<file path="config.mk">
export PLATFORM = sky130hd
export DESIGN_NAME = adc_sequencing_control
export DESIGN_NICKNAME = d
export VERILOG_FILES = /design/src/adc_sequencing_control.v
export VERILOG_INCLUDE_DIRS = /design/src
export SDC_FILE = /design/constraint.sdc
export NUM_CORES = 1
export LEC_CHECK = 0
export ABC_AREA = 1
export BUFFER_PORTS_ARGS = -buffer_cell sky130_fd_sc_hd__buf_2
export CORE_ASPECT_RATIO = 0.6
export CORE_MARGIN = 4
export CORE_UTILIZATION = 50
export CTS_BUF_LIST = sky130_fd_sc_hd__clkbuf_16
export DETAILED_ROUTE_END_ITERATION = 16
export PLACE_DENSITY = 0.91
export REMOVE_ABC_BUFFERS = 1
export SLEW_MARGIN = 10
export SYNTH_ARGS = -nofsm -noshare
export SYNTH_HDL_FRONTEND = slang
export SYNTH_SLANG_ARGS = --single-unit
export TNS_END_PERCENT = 20
</file>
<file path="constraint.sdc">
create_clock -name clock -period 1.84 [get_ports clock]
set_clock_uncertainty 0.1 [all_clocks]
set_input_delay 0.092 -clock clock [delete_from_list [all_inputs] [get_ports clock]]
set_output_delay 0.092 -clock clock [all_outputs]
set_load 0.03 [all_outputs]
</file>
<file path="src/adc_seq_map.vh">
// Register offsets, field positions, reset values and timing counts of the converter control.
`ifndef ADC_SEQ_MAP_VH
`define ADC_SEQ_MAP_VH
`define STATUS_CONTROL_OFFSET 12'h03c
`define DATA_OFFSET 12'h040
`define CLOCK_OFFSET 12'h044
`define PIN_STATE_OFFSET 12'h048
`define COMPLETE_BIT 7
`define INTERRUPT_ENABLE_BIT 6
`define CONTINUOUS_BIT 5
`define CLOCK_SOURCE_BIT 3
`define STATUS_CONTROL_RESET 8'h1f
`define CLOCK_RESET 8'h00
`define CHANNEL_OFF 5'h1f
`define CONVERT_CYCLES 5'h10
`endif

</file>
<file path="src/adc_sequencing_control.v">
// Sequencing control of the eight-bit multiplexed converter with an AHB-Lite register slave.
//
// Register access over AHB-Lite is this design's own decision.
`timescale 1ns/100ps
`include "adc_seq_map.vh"

// Behaviour
// - The selected channel pin is forced to act as converter input.
// - Port data and direction writes do not disturb the selected pin.
// - Port read of selected pin gives zero, or the data latch when direction is one.
// - Unselected channel pins stay ordinary general-purpose port pins.
// - At most one of four channel pins feeds the converter input; none for channel codes above three.
// - Result is eight bits; full scale codes all ones, ground all zeros.
// - Each status and control write outside stop mode, with channel field not all ones, starts a conversion lasting 16 to 17 converter clocks.
// - On completion the result loads and, in the same cycle, the flag sets or interrupt or transfer request rises.
// - Continuous mode overwrites the data register after every conversion.
// - Continuous conversions repeat until software clears the continuous bit.
// - Complete flag stays set until status write or data register read.
// - With interrupts enabled and flag bit zero, each conversion raises an interrupt.
// - With interrupts enabled and flag bit one, a transfer request is raised instead.
// - With interrupts enabled, the flag bit is not a done indicator.
// - Entering stop mode makes the converter inactive and aborts any conversion.
// - After stop mode ends, conversions can resume.
// - Channel field all ones turns the converter off.
// - With continuous bit clear, each start gives a single conversion.
// - Prescaler divides by 1, 2, 4 or 8 from bits 6:5, or by 16 when its top bit is one.
// - Clock source bit picks bus clock when one, oscillator clock when zero.
module adc_sequencing_control #(
  parameter RESULT_WIDTH = 8,
  parameter CHANNELS = 4
) (
  input wire clock,
  input wire reset,
  input wire hsel,
  input wire [11:0] haddr,
  input wire [1:0] htrans,
  input wire hwrite,
  input wire [2:0] hsize,
  input wire hready,
  input wire [31:0] hwdata,
  output reg [31:0] hrdata,
  output reg hreadyout,
  output reg hresp,
  input wire oscillator_output_clock,
  input wire stop_mode,
  input wire [RESULT_WIDTH-1:0] converter_result,
  input wire [CHANNELS-1:0] port_data_latch,
  input wire [CHANNELS-1:0] port_direction,
  input wire [CHANNELS-1:0] pin_in,
  output reg [CHANNELS-1:0] pin_out,
  output reg [CHANNELS-1:0] pin_oe,
  output reg [CHANNELS-1:0] port_read_value,
  output reg [CHANNELS-1:0] analog_channel_pins,
  output reg converter_power,
  output reg sample_strobe,
  output reg converter_interrupt,
  output reg transfer_request
);

  // ==========================================================
  // Sequencer states
  localparam STATE_IDLE = 1'b0;
  localparam STATE_CONVERT = 1'b1;

  // ==========================================================
  // Registers and their next values
  reg [11:0] addr_reg;
  reg wr_reg;
  reg rd_reg;
  reg [7:0] status_control_reg;
  reg [7:0] status_control_next;
  reg [7:0] clock_reg;
  reg [7:0] clock_next;
  reg [RESULT_WIDTH-1:0] data_reg;
  reg [RESULT_WIDTH-1:0] data_next;
  reg complete_reg;
  reg complete_next;
  reg [1:0] osc_sync_reg;
  reg [CHANNELS-1:0] pin_sync1_reg;
  reg [CHANNELS-1:0] pin_sync2_reg;
  reg osc_prev_reg;
  reg [3:0] prescale_reg;
  reg [3:0] prescale_next;
  reg tick_reg;
  reg tick_next;
  reg state_reg;
  reg state_next;
  reg [4:0] count_reg;
  reg [4:0] count_next;
  reg interrupt_next;
  reg request_next;
  reg strobe_next;
  reg power_next;
  reg [31:0] read_mux;
  wire accept;
  wire status_write;
  wire clock_write;
  wire data_read;
  wire [4:0] channel_select_field;
  wire [4:0] written_channel;
  wire converter_off;
  wire start_off;
  wire channel_valid;
  wire [CHANNELS-1:0] selected_onehot;
  wire [CHANNELS-1:0] pin_out_next;
  wire [CHANNELS-1:0] pin_oe_next;
  wire [CHANNELS-1:0] read_value_next;
  wire source_edge;
  wire [3:0] divide_mask;
  wire done;
  wire finish;
  wire interrupt_enable;
  wire flag_bit;

  // ==========================================================
  // Decoding of bus transfers and control fields
  assign accept = hsel && hready && htrans[1];
  assign status_write = wr_reg && (addr_reg == `STATUS_CONTROL_OFFSET);
  assign clock_write = wr_reg && (addr_reg == `CLOCK_OFFSET);
  assign data_read = rd_reg && (addr_reg == `DATA_OFFSET);
  assign channel_select_field = status_control_reg[4:0];
  assign written_channel = hwdata[4:0];
  assign converter_off = (channel_select_field == `CHANNEL_OFF);
  assign start_off = (written_channel == `CHANNEL_OFF);
  assign channel_valid = (channel_select_field < CHANNELS);
  assign interrupt_enable = status_control_reg[`INTERRUPT_ENABLE_BIT];
  assign flag_bit = status_control_reg[`COMPLETE_BIT];

  // ==========================================================
  // Channel selection and pin takeover
  genvar g;
  generate
    for (g = 0; g < CHANNELS; g = g + 1) begin : pin_ctl
      assign selected_onehot[g] = channel_valid && (channel_select_field == g);
      assign pin_out_next[g] = selected_onehot[g] ? 1'b0 : port_data_latch[g];
      assign pin_oe_next[g] = selected_onehot[g] ? 1'b0 : port_direction[g];
      assign read_value_next[g] = selected_onehot[g] ? (port_direction[g] & port_data_latch[g]) :
        (port_direction[g] ? port_data_latch[g] : pin_sync2_reg[g]);
    end
  endgenerate

  always @(posedge clock) begin
    if (reset) begin
      pin_out <= {CHANNELS{1'b0}};
      pin_oe <= {CHANNELS{1'b0}};
      port_read_value <= {CHANNELS{1'b0}};
      analog_channel_pins <= {CHANNELS{1'b0}};
      pin_sync1_reg <= {CHANNELS{1'b0}};
      pin_sync2_reg <= {CHANNELS{1'b0}};
    end else begin
      pin_out <= pin_out_next;
      pin_oe <= pin_oe_next;
      port_read_value <= read_value_next;
      analog_channel_pins <= selected_onehot;
      pin_sync1_reg <= pin_in;
      pin_sync2_reg <= pin_sync1_reg;
    end
  end

  // ==========================================================
  // Converter clock source and prescaler
  assign source_edge = clock_reg[`CLOCK_SOURCE_BIT] ? 1'b1 : (osc_sync_reg[1] & ~osc_prev_reg);
  assign divide_mask = clock_reg[7] ? 4'hf : ((4'h1 << clock_reg[6:5]) - 4'h1);

  always @* begin
    prescale_next = prescale_reg;
    tick_next = 1'b0;
    if (status_write) begin
      prescale_next = 4'h0;
    end else if (source_edge) begin
      if ((prescale_reg & divide_mask) == divide_mask) begin
        prescale_next = 4'h0;
        tick_next = 1'b1;
      end else begin
        prescale_next = prescale_reg + 4'h1;
      end
    end
  end

  always @(posedge clock) begin
    if (reset) begin
      osc_sync_reg <= 2'b00;
      osc_prev_reg <= 1'b0;
      prescale_reg <= 4'h0;
      tick_reg <= 1'b0;
    end else begin
      osc_sync_reg <= {osc_sync_reg[0], oscillator_output_clock};
      osc_prev_reg <= osc_sync_reg[1];
      prescale_reg <= prescale_next;
      tick_reg <= tick_next;
    end
  end

  // ==========================================================
  // Conversion sequencing
  assign done = (state_reg == STATE_CONVERT) && tick_reg && (count_reg == `CONVERT_CYCLES - 5'h01);
  assign finish = done && !stop_mode;

  always @* begin
    state_next = state_reg;
    count_next = count_reg;
    strobe_next = 1'b0;
    power_next = ~converter_off & ~stop_mode;
    case (state_reg)
      STATE_IDLE: begin
        count_next = 5'h00;
        if (!stop_mode && status_write && !start_off) begin
          state_next = STATE_CONVERT;
        end
      end
      STATE_CONVERT: begin
        if (stop_mode) begin
          state_next = STATE_IDLE;
          count_next = 5'h00;
        end else if (status_write) begin
          state_next = start_off ? STATE_IDLE : STATE_CONVERT;
          count_next = 5'h00;
        end else if (converter_off) begin
          state_next = STATE_IDLE;
          count_next = 5'h00;
        end else if (done) begin
          state_next = status_control_reg[`CONTINUOUS_BIT] ? STATE_CONVERT : STATE_IDLE;
          count_next = 5'h00;
          strobe_next = 1'b1;
        end else if (tick_reg) begin
          count_next = count_reg + 5'h01;
        end
      end
      default: begin
        state_next = STATE_IDLE;
        count_next = 5'h00;
      end
    endcase
  end

  always @* begin
    data_next = data_reg;
    complete_next = complete_reg;
    interrupt_next = converter_interrupt;
    request_next = transfer_request;
    if (finish) begin
      data_next = converter_result;
    end
    if (finish && !interrupt_enable) begin
      complete_next = 1'b1;
    end else if (status_write || data_read) begin
      complete_next = 1'b0;
    end
    if (finish && interrupt_enable) begin
      interrupt_next = ~flag_bit;
      request_next = flag_bit;
    end else if (status_write || data_read) begin
      interrupt_next = 1'b0;
      request_next = 1'b0;
    end
  end

  always @(posedge clock) begin
    if (reset) begin
      state_reg <= STATE_IDLE;
      count_reg <= 5'h00;
      data_reg <= {RESULT_WIDTH{1'b0}};
      complete_reg <= 1'b0;
      converter_interrupt <= 1'b0;
      transfer_request <= 1'b0;
      sample_strobe <= 1'b0;
      converter_power <= 1'b0;
    end else begin
      state_reg <= state_next;
      count_reg <= count_next;
      data_reg <= data_next;
      complete_reg <= complete_next;
      converter_interrupt <= interrupt_next;
      transfer_request <= request_next;
      sample_strobe <= strobe_next;
      converter_power <= power_next;
    end
  end

  // ==========================================================
  // Register file and bus responses
  always @* begin
    read_mux = 32'h0000_0000;
    case (addr_reg)
      `STATUS_CONTROL_OFFSET: begin
        read_mux[7:0] = interrupt_enable ? status_control_reg : {complete_reg, status_control_reg[6:0]};
      end
      `DATA_OFFSET: begin
        read_mux[RESULT_WIDTH-1:0] = data_reg;
      end
      `CLOCK_OFFSET: begin
        read_mux[7:0] = clock_reg;
      end
      `PIN_STATE_OFFSET: begin
        read_mux[CHANNELS-1:0] = port_read_value;
        read_mux[8] = state_reg;
      end
      default: begin
        read_mux = 32'h0000_0000;
      end
    endcase
  end

  always @* begin
    status_control_next = status_control_reg;
    clock_next = clock_reg;
    if (status_write) begin
      status_control_next = hwdata[7:0];
    end
    if (clock_write) begin
      clock_next = hwdata[7:0];
    end
  end

  always @(posedge clock) begin
    if (reset) begin
      addr_reg <= 12'h000;
      wr_reg <= 1'b0;
      rd_reg <= 1'b0;
      hrdata <= 32'h0000_0000;
      hreadyout <= 1'b1;
      hresp <= 1'b0;
      status_control_reg <= `STATUS_CONTROL_RESET;
      clock_reg <= `CLOCK_RESET;
    end else begin
      hresp <= 1'b0;
      hreadyout <= 1'b1;
      wr_reg <= 1'b0;
      rd_reg <= 1'b0;
      if (accept) begin
        addr_reg <= {haddr[11:2], 2'b00};
        wr_reg <= hwrite;
        rd_reg <= ~hwrite;
        if (!hwrite) begin
          hreadyout <= 1'b0;
        end
      end
      if (rd_reg) begin
        hrdata <= read_mux;
      end
      status_control_reg <= status_control_next;
      clock_reg <= clock_next;
    end
  end

endmodule

</file>
==> results of run 1 <==
synth_stat cells, drive strengths merged:
master,count,area [µm²]
ha,2,25.0
clkbuf,10,37.5
and2,1,7.51
nand4,17,121
nor3b,1,7.51
dfxtp,89,1780
conb,1,3.75
o21bai,4,30.0
nor3,7,51.3
a21o,1,7.51
nand3,40,200
inv,62,233
o211ai,5,62.6
clkinv,1,3.75
o21ai,38,194
a21oi,35,175
nand2,76,290
buf,32,241
or2,1,6.26
o311ai,1,8.76
o32ai,2,17.5
nor2,71,292
xor2,2,17.5
nor4,1,21.3
metal layers:
| metal | vias up | part of all wire, % |
|---|---|---|
| li1 | 1801 | - |
| met1 | 1691 | 44 |
| met2 | 171 | 46 |
| met3 | 18 | 9.0 |
| met4 | 0 | 1.5 |
| met5 | - | 0 |
per-stage QoR:
step                hold slack [ns]  utilization [%]  setup WS, ns  setup TNS, ns  total power, mW
floorplan                    0.0611                -        -0.326          -6.09             2.25
global placement              0.185             57.4         0.208              0             2.38
detailed placement            0.192             57.4         0.152              0             2.39
CTS                          0.0763             67.0        0.0740              0             4.23
global route                  0.107             67.3       -0.0321        -0.0353             4.38
finish                       0.0876             67.3         0.126              0             4.22
power by group:
part | internal, mW | switching [mW]
Combinational | 0.158 | 0.284
Clock | 1.05 | 0.746
Sequential | 1.97 | 0.0192
kinds of logic (layout without fill, tap and decap cells):
logic type | after synthesis | in the layout | share of synthesized area, %
and+or+nand+nor | 215 | 215 | 26.0
buffers and inverters | 105 | 204 | 13.4
DFF | 89 | 89 | 46.4
xor gates and xnor gates | 2 | 2 | 0.457
adders and majority gates | 2 | 2 | 0.652
AOI/OAI and AO/OA | 86 | 86 | 12.9
other | 1 | 24 | 0.0978
worst max path at each step:
stage | to | cells after the start | slack (ns) | from
floorplan | clock_reg[0]$_SDFFE_PP0P_ | 4 | -0.33 | addr_reg[10]$_SDFFE_PP0P_
global placement | converter_interrupt$_SDFFE_PP0P_ | 10 | 0.21 | count_reg[0]$_SDFFE_PP0P_
detailed placement | data_reg[6]$_SDFFE_PP0P_ | 8 | 0.15 | count_reg[0]$_SDFFE_PP0P_
CTS | data_reg[6]$_SDFFE_PP0P_ | 8 | 0.07 | count_reg[0]$_SDFFE_PP0P_
global route | converter_interrupt$_SDFFE_PP0P_ | 10 | -0.03 | count_reg[0]$_SDFFE_PP0P_
finish | converter_interrupt$_SDFFE_PP0P_ | 10 | 0.13 | count_reg[0]$_SDFFE_PP0P_
worst min-delay path: stages:
cell	delay (ns)
buf_2	0.09
buf_4	0.24
a21oi_1	0.06
cells in the final DEF, fill, tap and decap left out, drive strengths merged:
master | netlist | layout
clkinvlp | 0 | 3
inv | 62 | 63
nor3 | 7 | 7
o32ai | 2 | 2
nor2 | 71 | 71
or2 | 1 | 1
clkinv | 1 | 3
xor2 | 2 | 2
nand2 | 76 | 76
dfxtp | 89 | 89
o311ai | 1 | 1
a21oi | 35 | 35
nand3 | 40 | 40
o21bai | 4 | 4
and2 | 1 | 1
nor4 | 1 | 1
nor3b | 1 | 1
buf | 32 | 84
bufinv | 0 | 1
o21ai | 38 | 38
dlygate4sd3 | 0 | 41
clkbuf | 10 | 9
nand4 | 17 | 17
ha | 2 | 2
o211ai | 5 | 5
a21o | 1 | 1
conb | 1 | 24
layout make-up:
cell class                 instances  area share (%)
clock inverter                     7            1.42
multi-input combinational        329            33.1
clock buffer                       9            4.55
inverter                          63            4.78
timing repair buffer             125            17.5
sequential                        89            36.0
tap                              104            2.63
repair_timing:
action,in CTS,in global routing
endpoints found under the hold margin,55,0
hold buffers,41,0
setup endpoints to repair,0,9
resized for setup,0,6
setup buffers,0,1
==> reports/qor.log, run 1 <==
INFO  status         outcome=finished, final reports clean
INFO  clock_network  cts-buffers-inserted=9
INFO  placement      dp_hpwl=6.79mm
INFO  clock_network  worstSkewPairLatency=0.34ns
INFO  timing         max_freq=583MHz
INFO  clock_network  cts_buffer_depth=2
INFO  worst_setup_path critPathCaptureType=flop
INFO  layout         drive_gt1_share=19.6%
INFO  worst_setup_path slowest_stage=dfxtp_2
INFO  drt            detail_route.drc_violations=0
INFO  floorplanning  die_x=121µm
INFO  floorplanning  core_area=0.00736mm²
INFO  global_routing vias_in_the_first_global_route=3,347
INFO  drt            number_of_drc_markers_in_iteration_0=354
INFO  timing         worst-slew-pin-transition=0.683ns
INFO  timing         timing.final.crit_share=93.1%
INFO  worst_setup_path worst-r2r-cell-count=10
INFO  power_and_ir_drop static_leak=2.40nW
INFO  hold_path      holdPathEnd=hrdata[0]$_SDFFE_PP0P_
INFO  timing         worst_slew_margin_rel=54.3%
INFO  yosys          postSynthCellCount=500
INFO  worst_setup_path critPathKind=reg2reg
INFO  drt            drt-vias-per-instance=5.07
INFO  worst_setup_path cp_common_cell=nor2_1
INFO  placement      placer_congestion=0.901
INFO  drt            route.detailed.wl_per_inst=13.9µm
INFO  global_routing grt_pass1_wl=15.5mm
INFO  drt            ant_nets=0
INFO  floorplanning  floorplan.initialDensity=52.1%
INFO  worst_setup_path worst_setup_path_start_kind=flop
INFO  power_and_ir_drop power-per-cell-area=853mW/mm²
INFO  global_routing grtUsageMet1=27.6%
INFO  flow_run       drv_cap=0
INFO  layout         ff_latch_area=0.00178mm²
INFO  placement      portBuffers=75
INFO  drt            drt_first_pass_iters=5
INFO  clock_network  cts.htree.levels=3
INFO  drt            vias=3,681
INFO  placement      placed_area=0.00422mm²
INFO  worst_setup_path timing.rr.end=converter_interrupt$_SDFFE_PP0P_
INFO  hold_path      whs_path_depth=3
INFO  floorplanning  die_y=75.9µm
INFO  layout         largest_register_ffs=10
INFO  worst_setup_path critical_path.top_delay_family=simple AND/OR/NAND/NOR gates
INFO  worst_setup_path slowest_delay=0.36ns
INFO  placement      number_of_placed_cells_counting_well_taps=668
INFO  yosys          synthesis.yosys.warnings=0
INFO  layout         finish.cell_count_without_fillers=726
INFO  layout         n_antenna_cell=0
INFO  worst_setup_path arrival=1.85ns
INFO  floorplanning  placement_rows=24
INFO  clock_network  cts.sink_count=89
INFO  worst_setup_path crit_path_max_fanout=5
INFO  power_and_ir_drop worst_vdd_ir=0.685mV
INFO  worst_setup_path worstPathBufferInverterCount=1
INFO  yosys          post_synth_instance_area=0.00384mm²
INFO  floorplanning  ios=130
INFO  worst_setup_path reg2reg_setup_slack=0.13ns
INFO  global_routing use_met2=35.9%
INFO  yosys          seq_area_frac_synth=46.4%
INFO  layout         final_cell_area=0.00495mm²
INFO  clock_network  root_buf_cell=clkbuf_16
INFO  worst_setup_path worst_ep_required_time=1.97ns
INFO  clock_network  cts_tree=yes
INFO  global_routing grt.total_usage=22.1%
INFO  hold_path      min-delay-start=reset
INFO  global_routing globalRoute.totalOverflow=0
INFO  timing         timing.final.setup_violations=0
INFO  layout         area.growth.synth_to_final=29.1%
INFO  global_routing grt-busiest-layer=met2
INFO  yosys          netlist-cell-type-count=34
INFO  timing         timing_hold_violations_final=0
INFO  worst_setup_path critical_path.cell_chain=ha_1 -> nand2_1 -> inv_1 -> nand3_2 -> nor3_4 -> nand2_2 -> nand2_1 -> nor2_1 -> nor2_1 -> nor2_1
INFO  global_routing antenna_violations_before_repair=0
INFO  layout         multi_input_area=0.00164mm²
INFO  hold_path      hold_class=in2reg
INFO  drt            postRouteWirelength=10.1mm
INFO  layout         nFillCells=581
INFO  yosys          number_of_synthesized_register_bits=89
INFO  global_routing grt_start_max_net_pins=34
INFO  timing         timing_max_transition_violations_final=0
INFO  yosys          post_synth.cell_area_avg=7.67µm²
INFO  clock_network  clkTransAtPathRegs=0.06ns
INFO  floorplanning  die_area=0.00918mm²
INFO  worst_setup_path crit-reg2reg-launch=count_reg[0]$_SDFFE_PP0P_
INFO  layout         final_nets=695
INFO  timing         time_the_worst_path_needs_with_i_o_delays_and_setup=1.71ns
INFO  global_routing use_met3=8.75%
Note: power is estimated with default switching activity, not from simulation.
==> run 2: changes to the inputs <==
--- a/config.mk
+++ b/config.mk
@@ -10,10 +10,10 @@
 export BUFFER_PORTS_ARGS = -buffer_cell sky130_fd_sc_hd__buf_2
 export CORE_ASPECT_RATIO = 0.6
 export CORE_MARGIN = 4
-export CORE_UTILIZATION = 50
+export CORE_UTILIZATION = 45
 export CTS_BUF_LIST = sky130_fd_sc_hd__clkbuf_16
 export DETAILED_ROUTE_END_ITERATION = 16
-export PLACE_DENSITY = 0.91
+export PLACE_DENSITY = 0.87
 export REMOVE_ABC_BUFFERS = 1
 export SLEW_MARGIN = 10
 export SYNTH_ARGS = -nofsm -noshare
==> constraint.sdc (replaced) <==
create_clock -name clock -period 1.35 [get_ports clock]
set_clock_uncertainty 0.1 [all_clocks]
set_input_delay 0.0675 -clock clock [delete_from_list [all_inputs] [get_ports clock]]
set_output_delay 0.0675 -clock clock [all_outputs]
set_load 0.03 [all_outputs]
==> run 2 against run 1 <==
  * The run now ends with negative setup slack left
  * Total power grew 43%
  * Routed wire length grew 7.7%
  * Highest routed layer unchanged
  * Die area grew 10%
  * Clock power grew 46%
==> reports/qor.log, run 2 (synthesis gave the netlist of run 1 again) <==
INFO  clock_network  cts_buffer_depth=2
INFO  worst_setup_path critPathKind=reg2reg
INFO  drt            vias=3,813
INFO  timing         timing_max_transition_violations_final=0
INFO  global_routing grt_start_max_net_pins=47
INFO  timing         setup_ws=-0.167ns
INFO  drt            route.detailed.wl_per_inst=14.0µm
INFO  clock_network  cts.sink_count=89
INFO  layout         final_nets=741
INFO  global_routing grt_pass1_wl=17.2mm
INFO  timing         time_the_worst_path_needs_with_i_o_delays_and_setup=1.52ns
INFO  global_routing grt.total_usage=21.3%
INFO  layout         largest_register_ffs=10
INFO  drt            postRouteWirelength=10.8mm
INFO  floorplanning  ios=130
INFO  placement      portBuffers=75
INFO  layout         most_common_cell_after_layout_fill_and_taps_aside=dfxtp_1
INFO  global_routing globalRoute.totalOverflow=0
INFO  floorplanning  die_area=0.0101mm²
INFO  power_and_ir_drop power=6.06mW
INFO  floorplanning  die_x=127µm
INFO  drt            detail_route.drc_violations=0
INFO  clock_network  clkTransAtPathRegs=0.06ns
INFO  worst_setup_path crit_start=addr_reg[10]$_SDFFE_PP0P_
INFO  hold_path      min-delay-start=reset
INFO  drt            drt_first_pass_iters=7
INFO  floorplanning  floorplan.initialDensity=47.5%
INFO  drt            ant_nets=0
INFO  clock_network  cts-buffers-inserted=9
INFO  timing         timing_hold_violations_final=0
INFO  worst_setup_path crit-reg2reg-launch=addr_reg[10]$_SDFFE_PP0P_
INFO  drt            number_of_drc_markers_in_iteration_0=365
INFO  power_and_ir_drop power-per-cell-area=1090mW/mm²
INFO  worst_setup_path arrival=1.69ns
INFO  worst_setup_path worst_setup_path_start_kind=flop
INFO  clock_network  root_buf_cell=clkbuf_16
INFO  placement      dp_hpwl=7.26mm
INFO  flow_run       drv_cap=0
INFO  global_routing vias_in_the_first_global_route=3,623
INFO  global_routing antenna_violations_before_repair=0
INFO  layout         nFillCells=590
INFO  layout         area.growth.synth_to_final=45.2%
INFO  layout         mostFrequentLayoutCells=dfxtp_1, buf_2, nor2_1, nand2_1, inv_1
INFO  clock_network  cts.htree.levels=3
INFO  placement      placer_congestion=0.911
INFO  layout         final_cell_area=0.00557mm²
INFO  status         outcome=complete, but fails checks
INFO  hold_path      hold_class=in2reg
INFO  floorplanning  placement_rows=25
INFO  drt            drt-vias-per-instance=4.91
INFO  clock_network  cts_tree=yes
INFO  layout         n_antenna_cell=0
INFO  placement      placed_area=0.00450mm²
INFO  floorplanning  die_y=79.5µm
INFO  floorplanning  core_area=0.00807mm²
INFO  layout         drive_gt1_share=32.3%
INFO  worst_setup_path crit_path_max_fanout=7
INFO  worst_setup_path critPathCaptureType=flop
INFO  worst_setup_path worst_ep_required_time=1.52ns
INFO  timing         max_freq=659MHz
INFO  power_and_ir_drop static_leak=2.68nW
INFO  power_and_ir_drop worst_vdd_ir=0.734mV
INFO  status         violations=negative setup slack
INFO  timing         timing.final.crit_share=112%
INFO  timing         grt_setup_unrepaired=true
INFO  clock_network  worstSkewPairLatency=0.34ns
INFO  timing         timing.final.setup_violations=40
-- run 2: path summary, 6_finish.rpt --
kind,end,slack (ns),depth (start not counted)
max,hrdata[7]$_SDFFE_PP0P_,-0.17,9
min,sample_strobe$_SDFF_PP0_,0.02,4
max reg2reg,hrdata[7]$_SDFFE_PP0P_,-0.17,9
min reg2reg,pin_sync2_reg[0]$_SDFF_PP0_,0.30,2
-- run 2: report_power, final --
group	leakage, nW	switching (mW)	internal [mW]
Combinational	1.80	0.425	0.298
Sequential	0.727	0.0304	2.68
Clock	0.158	1.02	1.60
-- run 2: metrics by stage --
step                      utilization [%]  setup WS [ns]  TNS, ns  std cells  hold slack (ns)
after CTS                            67.1         -0.167    -3.08        776          0.00680
after global placement               55.8         -0.169    -3.53        707            0.160
after detailed placement             55.8         -0.255    -6.10        707            0.164
after floorplan                         -         -0.816   -28.01        481           0.0366
final                                69.0         -0.167    -3.76        776           0.0214
after global routing                 69.0         -0.259    -7.13        776           0.0418
-- run 2: routing by layer --
layer | GRT usage, % | vias to the layer above | wire (µm)
li1 | - | 1891 | -
met1 | 27.8 | 1742 | 4770
met2 | 34.6 | 160 | 5050
met3 | 7.09 | 20 | 891
met4 | 4.71 | 0 | 136
met5 | 0 | - | 0
-- run 2: critical path: stages, from the launching register on --
cell and delay [ns]:
dfxtp_2 0.33, nor2_4 0.13, buf_6 0.14, nand2_4 0.05, nor2_4 0.19, buf_4 0.16
nand3_1 0.07, nand3_1 0.11, nand2_1 0.06, a21oi_1 0.11
-- run 2: final cells by class --
type,instances,area [µm²],share of cell area (%)
clock buffers,9,225,4.04
well taps,108,135,2.43
inverters,63,236,4.25
repair buffers,171,1260,22.7
multi-input cells,329,1830,32.9
clock inverters,7,86.3,1.55
flip-flops and latches,89,1790,32.2
-- run 2: what timing repair did --
| action | CTS | global route |
|---|---|---|
| resized for setup | 33 | 58 |
| endpoints found under the setup margin | 47 | 59 |
| hold endpoints to repair | 55 | 0 |
| setup buffers | 11 | 0 |
| pin swaps | 13 | 11 |
| hold buffers | 42 | 0 |
